File: src/rrsf_consts.vh
// Constants for the rotate-right / fill-ones execution block
`ifndef RRSF_CONSTS_VH
`define RRSF_CONSTS_VH
// Opcode matching: upper bits of the 16-bit instruction word
`define RRSF_ROT_OPC 6'h10
`define RRSF_ROT_OPC_HI 15
`define RRSF_ROT_OPC_LO 10
`define RRSF_FILL_OPC 7'h34
`define RRSF_FILL_OPC_HI 15
`define RRSF_FILL_OPC_LO 9
// Field positions
`define RRSF_DEST_BIT 9
`define RRSF_BANKSEL_BIT 8
`define RRSF_FADDR_HI 7
`define RRSF_FADDR_LO 0
// Status register bit positions
`define RRSF_ST_ZERO 2
`define RRSF_ST_MSB 4
// Indexed literal offset limit (95)
`define RRSF_IDX_LIMIT 8'h5f
// Fixed window: low half below split, high half mapped to bank 15
`define RRSF_WIN_SPLIT 8'h80
`define RRSF_WIN_HI_BANK 4'hf
`define RRSF_FILL_VALUE 8'hff
// Register bus offsets
`define RRSF_REG_INSTR 4'h0
`define RRSF_REG_ACC 4'h1
`define RRSF_REG_STATUS 4'h2
`define RRSF_REG_BANK 4'h3
`define RRSF_REG_CTRL 4'h4
`define RRSF_REG_PHASE 4'h5
`define RRSF_REG_INDEX 4'h6
`define RRSF_REG_LAST_ADDR 4'h7
`define RRSF_CTRL_EXT_BIT 0
// Reset values
`define RRSF_RST_ACC 8'h00
`define RRSF_RST_STATUS 8'h00
`define RRSF_RST_BANK 4'h0
`define RRSF_RST_INSTR 16'h0000
`endif

File: src/rrsf_addr_gen.v
// Operand address generator for the two byte-oriented instructions
`include "rrsf_consts.vh"
module rrsf_addr_gen (
    input wire [7:0] faddr,
    input wire bank_sel,
    input wire ext_en,
    input wire [3:0] bank_pointer,
    input wire [11:0] index_base,
    output reg [11:0] data_addr,
    output reg indexed
);
    always @* begin
        indexed = 1'b0;
        if (bank_sel) begin
            data_addr = {bank_pointer, faddr};
        end else if (ext_en && faddr <= `RRSF_IDX_LIMIT) begin
            // Offset sum wraps within the 12-bit data space
            data_addr = index_base + {4'h0, faddr};
            indexed = 1'b1;
        end else if (faddr < `RRSF_WIN_SPLIT) begin
            data_addr = {4'h0, faddr};
        end else begin
            data_addr = {`RRSF_WIN_HI_BANK, faddr};
        end
    end
endmodule // rrsf_addr_gen

File: src/rrsf_exec.v
// Four-phase execution core for rotate-right-plain and fill-ones
//
// Our own choices: the register offsets and strobed register access.
`include "rrsf_consts.vh"
module rrsf_exec #(
    parameter AW = 12
) (
    input wire ref_clk,
    input wire rst,
    input wire ce,
    input wire [3:0] reg_addr,
    input wire [15:0] reg_wdata,
    input wire reg_wr,
    input wire reg_rd,
    output reg [15:0] reg_rdata,
    input wire instr_valid,
    input wire [15:0] instr_word,
    output wire instr_ready,
    output reg [AW-1:0] mem_addr,
    output reg mem_rd,
    input wire [7:0] mem_rdata,
    output reg mem_wr,
    output reg [7:0] mem_wdata,
    output reg done,
    output reg illegal
);
    localparam [3:0] PH_DECODE = 4'b0001;
    localparam [3:0] PH_READ = 4'b0010;
    localparam [3:0] PH_PROC = 4'b0100;
    localparam [3:0] PH_WRITE = 4'b1000;
    localparam [3:0] PH_IDLE = 4'b0000;

    reg [3:0] phase_q;
    reg [15:0] instr_q;
    reg [7:0] acc_q;
    reg [7:0] status_q;
    reg [3:0] bank_q;
    reg ext_q;
    reg [11:0] index_q;
    reg [AW-1:0] last_addr_q;
    reg [7:0] result_q;
    reg is_rot_q;
    reg is_fill_q;

    wire [11:0] gen_addr;
    wire gen_indexed;

    function [7:0] rot_right;
        input [7:0] v;
        begin
            rot_right = {v[0], v[7:1]};
        end
    endfunction

    function is_rot;
        input [15:0] w;
        begin
            is_rot = (w[`RRSF_ROT_OPC_HI:`RRSF_ROT_OPC_LO] == `RRSF_ROT_OPC);
        end
    endfunction

    function is_fill;
        input [15:0] w;
        begin
            is_fill = (w[`RRSF_FILL_OPC_HI:`RRSF_FILL_OPC_LO] == `RRSF_FILL_OPC);
        end
    endfunction

    rrsf_addr_gen u_addr (
        .faddr(instr_q[`RRSF_FADDR_HI:`RRSF_FADDR_LO]),
        .bank_sel(instr_q[`RRSF_BANKSEL_BIT]),
        .ext_en(ext_q),
        .bank_pointer(bank_q),
        .index_base(index_q),
        .data_addr(gen_addr),
        .indexed(gen_indexed)
    );

    // New word taken only while idle and enabled
    assign instr_ready = ce && (phase_q == PH_IDLE);

    wire dest_mem = instr_q[`RRSF_DEST_BIT];
    wire take = instr_valid && instr_ready;
    wire sw_wr_ok = reg_wr && (phase_q == PH_IDLE);

    // Instruction sequencer
    always @(posedge ref_clk) begin
        if (rst) begin
            phase_q <= PH_IDLE;
            instr_q <= `RRSF_RST_INSTR;
            is_rot_q <= 1'b0;
            is_fill_q <= 1'b0;
            result_q <= 8'h00;
            last_addr_q <= {AW{1'b0}};
            mem_addr <= {AW{1'b0}};
            mem_rd <= 1'b0;
            mem_wr <= 1'b0;
            mem_wdata <= 8'h00;
            done <= 1'b0;
            illegal <= 1'b0;
        end else if (ce) begin
            mem_rd <= 1'b0;
            mem_wr <= 1'b0;
            done <= 1'b0;
            illegal <= 1'b0;
            case (phase_q)
                PH_IDLE: begin
                    if (take) begin
                        instr_q <= instr_word;
                        phase_q <= PH_DECODE;
                    end
                end
                PH_DECODE: begin
                    is_rot_q <= is_rot(instr_q);
                    is_fill_q <= is_fill(instr_q);
                    mem_addr <= gen_addr[AW-1:0];
                    last_addr_q <= gen_addr[AW-1:0];
                    mem_rd <= is_rot(instr_q);
                    if (is_rot(instr_q) || is_fill(instr_q)) begin
                        phase_q <= PH_READ;
                    end else begin
                        // Unknown opcode: flagged and dropped; acc and status untouched, but last_addr_q and mem_addr still take the decoded address
                        illegal <= 1'b1;
                        phase_q <= PH_IDLE;
                    end
                end
                PH_READ: begin
                    // Read strobe is out; synchronous memory answers next cycle
                    phase_q <= PH_PROC;
                end
                PH_PROC: begin
                    // Operand taken straight off the bus, saves a holding register
                    if (is_rot_q) begin
                        result_q <= rot_right(mem_rdata);
                    end else begin
                        result_q <= `RRSF_FILL_VALUE;
                    end
                    phase_q <= PH_WRITE;
                end
                PH_WRITE: begin
                    if (is_fill_q || dest_mem) begin
                        mem_wr <= 1'b1;
                        mem_wdata <= result_q;
                    end
                    done <= 1'b1;
                    phase_q <= PH_IDLE;
                end
                default: begin
                    phase_q <= PH_IDLE;
                end
            endcase
        end
    end

    // Architectural state: accumulator, status, bank pointer, control
    always @(posedge ref_clk) begin
        if (rst) begin
            acc_q <= `RRSF_RST_ACC;
            status_q <= `RRSF_RST_STATUS;
            bank_q <= `RRSF_RST_BANK;
            ext_q <= 1'b0;
            index_q <= 12'h000;
        end else if (ce) begin
            if (phase_q == PH_WRITE && is_rot_q) begin
                if (!dest_mem) begin
                    acc_q <= result_q;
                end
                status_q[`RRSF_ST_MSB] <= result_q[7];
                status_q[`RRSF_ST_ZERO] <= (result_q == 8'h00);
            end else if (sw_wr_ok) begin
                // Software writes only land between instructions
                case (reg_addr)
                    `RRSF_REG_ACC: acc_q <= reg_wdata[7:0];
                    `RRSF_REG_STATUS: status_q <= reg_wdata[7:0];
                    `RRSF_REG_BANK: bank_q <= reg_wdata[3:0];
                    `RRSF_REG_CTRL: ext_q <= reg_wdata[`RRSF_CTRL_EXT_BIT];
                    `RRSF_REG_INDEX: index_q <= reg_wdata[11:0];
                    default: begin
                    end
                endcase
            end
        end
    end

    // Read data one cycle after the strobe
    always @(posedge ref_clk) begin
        if (rst) begin
            reg_rdata <= 16'h0000;
        end else if (ce) begin
            reg_rdata <= 16'h0000;
            if (reg_rd) begin
                case (reg_addr)
                    `RRSF_REG_INSTR: reg_rdata <= instr_q;
                    `RRSF_REG_ACC: reg_rdata <= {8'h00, acc_q};
                    `RRSF_REG_STATUS: reg_rdata <= {8'h00, status_q};
                    `RRSF_REG_BANK: reg_rdata <= {12'h000, bank_q};
                    `RRSF_REG_CTRL: reg_rdata <= {15'h0000, ext_q};
                    `RRSF_REG_PHASE: reg_rdata <= {11'h000, gen_indexed, phase_q};
                    `RRSF_REG_INDEX: reg_rdata <= {4'h0, index_q};
                    `RRSF_REG_LAST_ADDR: reg_rdata <= {{(16-AW){1'b0}}, last_addr_q};
                    default: reg_rdata <= 16'h0000;
                endcase
            end
        end
    end
endmodule // rrsf_exec

File: config.mk
export PLATFORM = sky130hd
export DESIGN_NAME = rrsf_exec
export DESIGN_NICKNAME = d
export VERILOG_FILES = /design/src/rrsf_addr_gen.v /design/src/rrsf_exec.v
export VERILOG_INCLUDE_DIRS = /design/src /design/src/src
export SDC_FILE = /design/constraint.sdc
export NUM_CORES = 1
export LEC_CHECK = 0
export ABC_AREA = 1
export ABC_CLOCK_PERIOD_IN_PS = 1850
export BUFFER_PORTS_ARGS = -buffer_cell sky130_fd_sc_hd__buf_2
export CAP_MARGIN = 20
export CORE_ASPECT_RATIO = 1.75
export CORE_MARGIN = 2
export CORE_UTILIZATION = 45
export CTS_BUF_LIST = sky130_fd_sc_hd__clkbuf_16
export CTS_CLUSTER_DIAMETER = 50
export CTS_CLUSTER_SIZE = 28
export DETAILED_ROUTE_END_ITERATION = 10
export PLACE_DENSITY_LB_ADDON = 0.2
export SLEW_MARGIN = 20
export SYNTH_ARGS = -nofsm -noshare
export SYNTH_HDL_FRONTEND = slang
export SYNTH_SLANG_ARGS = --single-unit
File: constraint.sdc
create_clock -name ref_clk -period 1.85 [get_ports ref_clk]
set_input_delay 0.185 -clock ref_clk [delete_from_list [all_inputs] [get_ports ref_clk]]
set_output_delay 0.185 -clock ref_clk [all_outputs]
set_load 0.005 [all_outputs]
==> impl_metrics.py <==
metrics = {
    "synth": {
        "ys_seq_area_share_pct": 41.3,
        "syn_inst_count": 698,
        "post-synth-top-area-fraction_pct": 41.3,
        "ys_top_cells_by_area": "sky130_fd_sc_hd__dfxtp_1 (41%), sky130_fd_sc_hd__nand2_1 (9.3%), sky130_fd_sc_hd__o21ai_0 (8.6%)",
        "synth.net_count": 757,
        "synth-seq-cells": 103,
        "synth-warning-count": 0,
        "synth.distinct_cells": 44,
        "synth_largest_area_cell": "sky130_fd_sc_hd__dfxtp_1",
        "mappedNetlistArea_sq_um": 4990,
        "syn_avg_cell_area_sq_um": 7.15,
    },
    "grt": {
        "maximum_number_of_pins_on_one_net_before_global_route_repair": 69,
        "antenna_found_initial": 0,
        "via_count_of_the_first_global_routing_pass": 4848,
        "groute.usage.overall_pct": 27.0,
        "globalRouteOverflowTotal": 0,
        "grt_pass1_wl_um": 25000,
    },
    "sta": {
        "report.final.slew_viol_count": 0,
        "maxClockFrequency_mhz": 587,
        "layout_min_cycle_time_ns": 1.70,
        "holdWs_ns": 0.0748,
        "timing_hold_violations_final": 0,
        "fin_setup_tns_ns": 0,
        "worstMarginPinSlew_ns": 0.606,
        "worst_clock_skew_ns": 0.00777,
        "timing.final.setup_violations": 0,
        "grt_setup_unrepaired": "true",
        "slew_headroom_pct": 59.2,
        "final_critical_path_setup_slack_ns": 0.147,
        "timing.final.crit_share_pct": 92.0,
    },
    "setup_path": {
        "worst_setup_path_end_kind": "register",
        "cpMostUsedCell": "sky130_fd_sc_hd__nand3_2",
        "worstPathCellList": "ha_4 -> inv_1 -> fa_2 -> inv_2 -> nand3_2 -> nand3_2 -> buf_4 -> a21oi_1 -> o21ai_1 -> a221oi_2",
        "regToRegSetupSlack_ns": 0.15,
        "worst-setup-path-type": "reg -> reg",
        "critical_path.max_stage_delay_ns": 0.34,
        "worst_path_fanout_max": 2,
        "reg2reg_depth": 10,
        "start_kind": "register",
        "worstPathRequired_ns": 2.11,
        "timing.rr.start": "index_q[0]",
        "slowest_stage": "sky130_fd_sc_hd__dfxtp_2",
        "critPathArrivalTime_ns": 1.96,
        "worstReg2RegEnd": "last_addr_q[4]",
    },
    "floorplan": {
        "floorplan.die.width_um": 83.6,
        "placementRows": 50,
        "die_height_um": 143,
        "design.portCount": 91,
        "core-area_sq_um": 10800,
        "floorplan.initialDensity_pct": 46.3,
        "dieArea_sq_um": 12000,
    },
    "clock_network": {
        "tritoncts.num_buffers": 9,
        "max-clock-path-buffers": 2,
        "clockRootBuffer": "sky130_fd_sc_hd__clkbuf_16",
        "worst_setup_hold_path_clk_slew_ns": 0.07,
        "cts_num_sinks": 103,
        "cts_tree": "built",
        "cts.hold.buffers_added": 0,
        "post-cts-setup-buffers": 0,
        "htree_num_levels": 3,
        "clock_insertion_delay_worst_skew_ns": 0.35,
    },
    "placement": {
        "dp_hpwl_um": 12500,
        "gp_routability_congestion": 0.950,
        "placedCellCount": 915,
        "post-place-ws_ns": -0.00208,
        "placed_cell_area_sq_um": 5670,
        "port_buffers": 86,
    },
    "detailed_routing": {
        "drt_iter0_drc": 314,
        "routedWlPerCell_um": 17.3,
        "wl_um": 16100,
        "remaining_drc_errors": 0,
        "vias": 5045,
        "drtPass1Iterations": 5,
        "route.detailed.vias_per_inst": 5.42,
        "drtAntennaViolNets": 0,
    },
    "power": {
        "pwr_density_cell_nw_per_um2": 784,
        "peakVddDrop_v": 0.000434,
        "p_clk_share_pct": 40.1,
        "comb_power_share_pct": 10.5,
        "pwr-share-seq_pct": 49.4,
        "switching_power_mw": 1.22,
        "internal-power_mw": 3.50,
        "total_power_mw": 4.72,
        "static-leakage-power_nw": 2.67,
        "netSwitchingFraction_pct": 25.9,
    },
    "flow_run": {
        "drv_cap": 0,
    },
    "layout": {
        "postLayoutCellArea_sq_um": 6020,
        "n_antenna_cell": 0,
        "layout_commonest_cell": "sky130_fd_sc_hd__nand2_1",
        "post_route_cells_drive_above_1_share_pct": 21.5,
        "fin_util_pct": 55.9,
        "num-fill-cells": 1086,
        "finalNonFillerCells": 930,
        "layout-area-overhead-vs-synth_pct": 20.7,
        "num-nets-final": 855,
        "layout.area.seq_sq_um": 2060,
        "multiInputGateArea_sq_um": 2530,
        "layout.cells.most_common_list": "sky130_fd_sc_hd__nand2_1 (122), sky130_fd_sc_hd__dfxtp_1 (101), sky130_fd_sc_hd__buf_2 (86), sky130_fd_sc_hd__o21ai_0 (84), sky130_fd_sc_hd__a21oi_1 (82)",
    },
    "worst_hold_path": {
        "min_path_cells": 3,
        "hold_path_class": "in -> reg",
        "worstHoldStart": "reg_wdata[8]",
        "hold-path-endpoint": "index_q[8]",
    },
    "status": {
        "outcome": "finished, final reports clean",
    },
}
critical path, delay by kind of cell, from the launching register on:
| family | cells | cell delay, ns |
|---|---|---|
| flip-flops | 1 | 0.34 |
| AO/OA/AOI/OAI | 3 | 0.46 |
| AND/OR/NAND/NOR | 2 | 0.13 |
| buffers and inverters | 3 | 0.27 |
| adder cells (fa/ha/maj) | 2 | 0.40 |
routing by layer:
metal	routed length [um]	vias up	GRT usage (%)
li1	-	2527	-
met4	1050	0	18.2
met3	608	56	3.93
met2	8550	150	50.5
met1	5910	2312	27.3
met5	0	-	0
power groups by stage:
stage	Sequential [mW]	Combinational, mW	Clock (mW)
3_5_place_dp	2.38	0.485	0
6_report	2.33	0.495	1.89
2_1_floorplan	2.37	0.278	0
3_3_place_gp	2.38	0.480	0
4_1_cts	2.33	0.488	1.90
5_1_grt	2.34	0.543	2.00
cell families after synthesis:
family,Yosys count,share of synthesized area (%)
compound gates,219,24.3
xor+xnor,1,0.176
fa+ha+maj,9,2.41
buf+inv,110,8.98
flops,103,41.3
simple gates,256,22.8
final cells by class:
cell class	instances	area share [%]
Clock buffer	9	3.74
Clock inverter	6	1.04
Inverter	82	5.22
Multi-Input combinational cell	485	42.0
Sequential cell	103	34.3
Tap cell	130	2.70
Timing Repair Buffer	115	11.0
synthesized netlist by cell type (all sizes together):
cell and n:
a211oi 8, a21boi 1, a21o 1, a21oi 86, a221oi 2, a31oi 3
buf 13, clkbuf 15, clkinv 1, dfxtp 103, fa 1, ha 8
inv 81, nand2 128, nand3 26, nand3b 1, nand4 5, nor2 81
nor3 10, nor4 4, o2111ai 2, o211ai 5, o21ai 96, o21bai 1
o221ai 5, o22ai 6, o311a 1, o31ai 2, or2 1, xnor2 1
sequential cells by signal, indices dropped and copies added (netlist names):
name	cells
instr_q	16
last_addr_q	12
illegal	1
is_rot_q	1
mem_wdata	8
result_q	8
ext_q	1
mem_wr	1
bank_q	4
is_fill_q	1
index_q	12
done	1
mem_rd	1
reg_rdata	16
phase_q	4
acc_q	8
status_q	8
worst max path at each step:
stage                     slack (ns)              to  startpoint
after detailed placement      -0.002  last_addr_q[4]  index_q[0]
final                           0.15  last_addr_q[4]  index_q[0]
after floorplan                 0.14  last_addr_q[8]  instr_q[0]
after global placement          0.06  last_addr_q[8]  instr_q[0]
after global routing           -0.03  last_addr_q[8]  instr_q[0]
after CTS                       0.05  last_addr_q[8]  index_q[0]
timing repair:
action	in CTS	in global routing
resized for setup	1	19
pin swaps	0	4
endpoints found under the setup margin	2	7
Note: power is estimated with default switching activity, not from simulation.
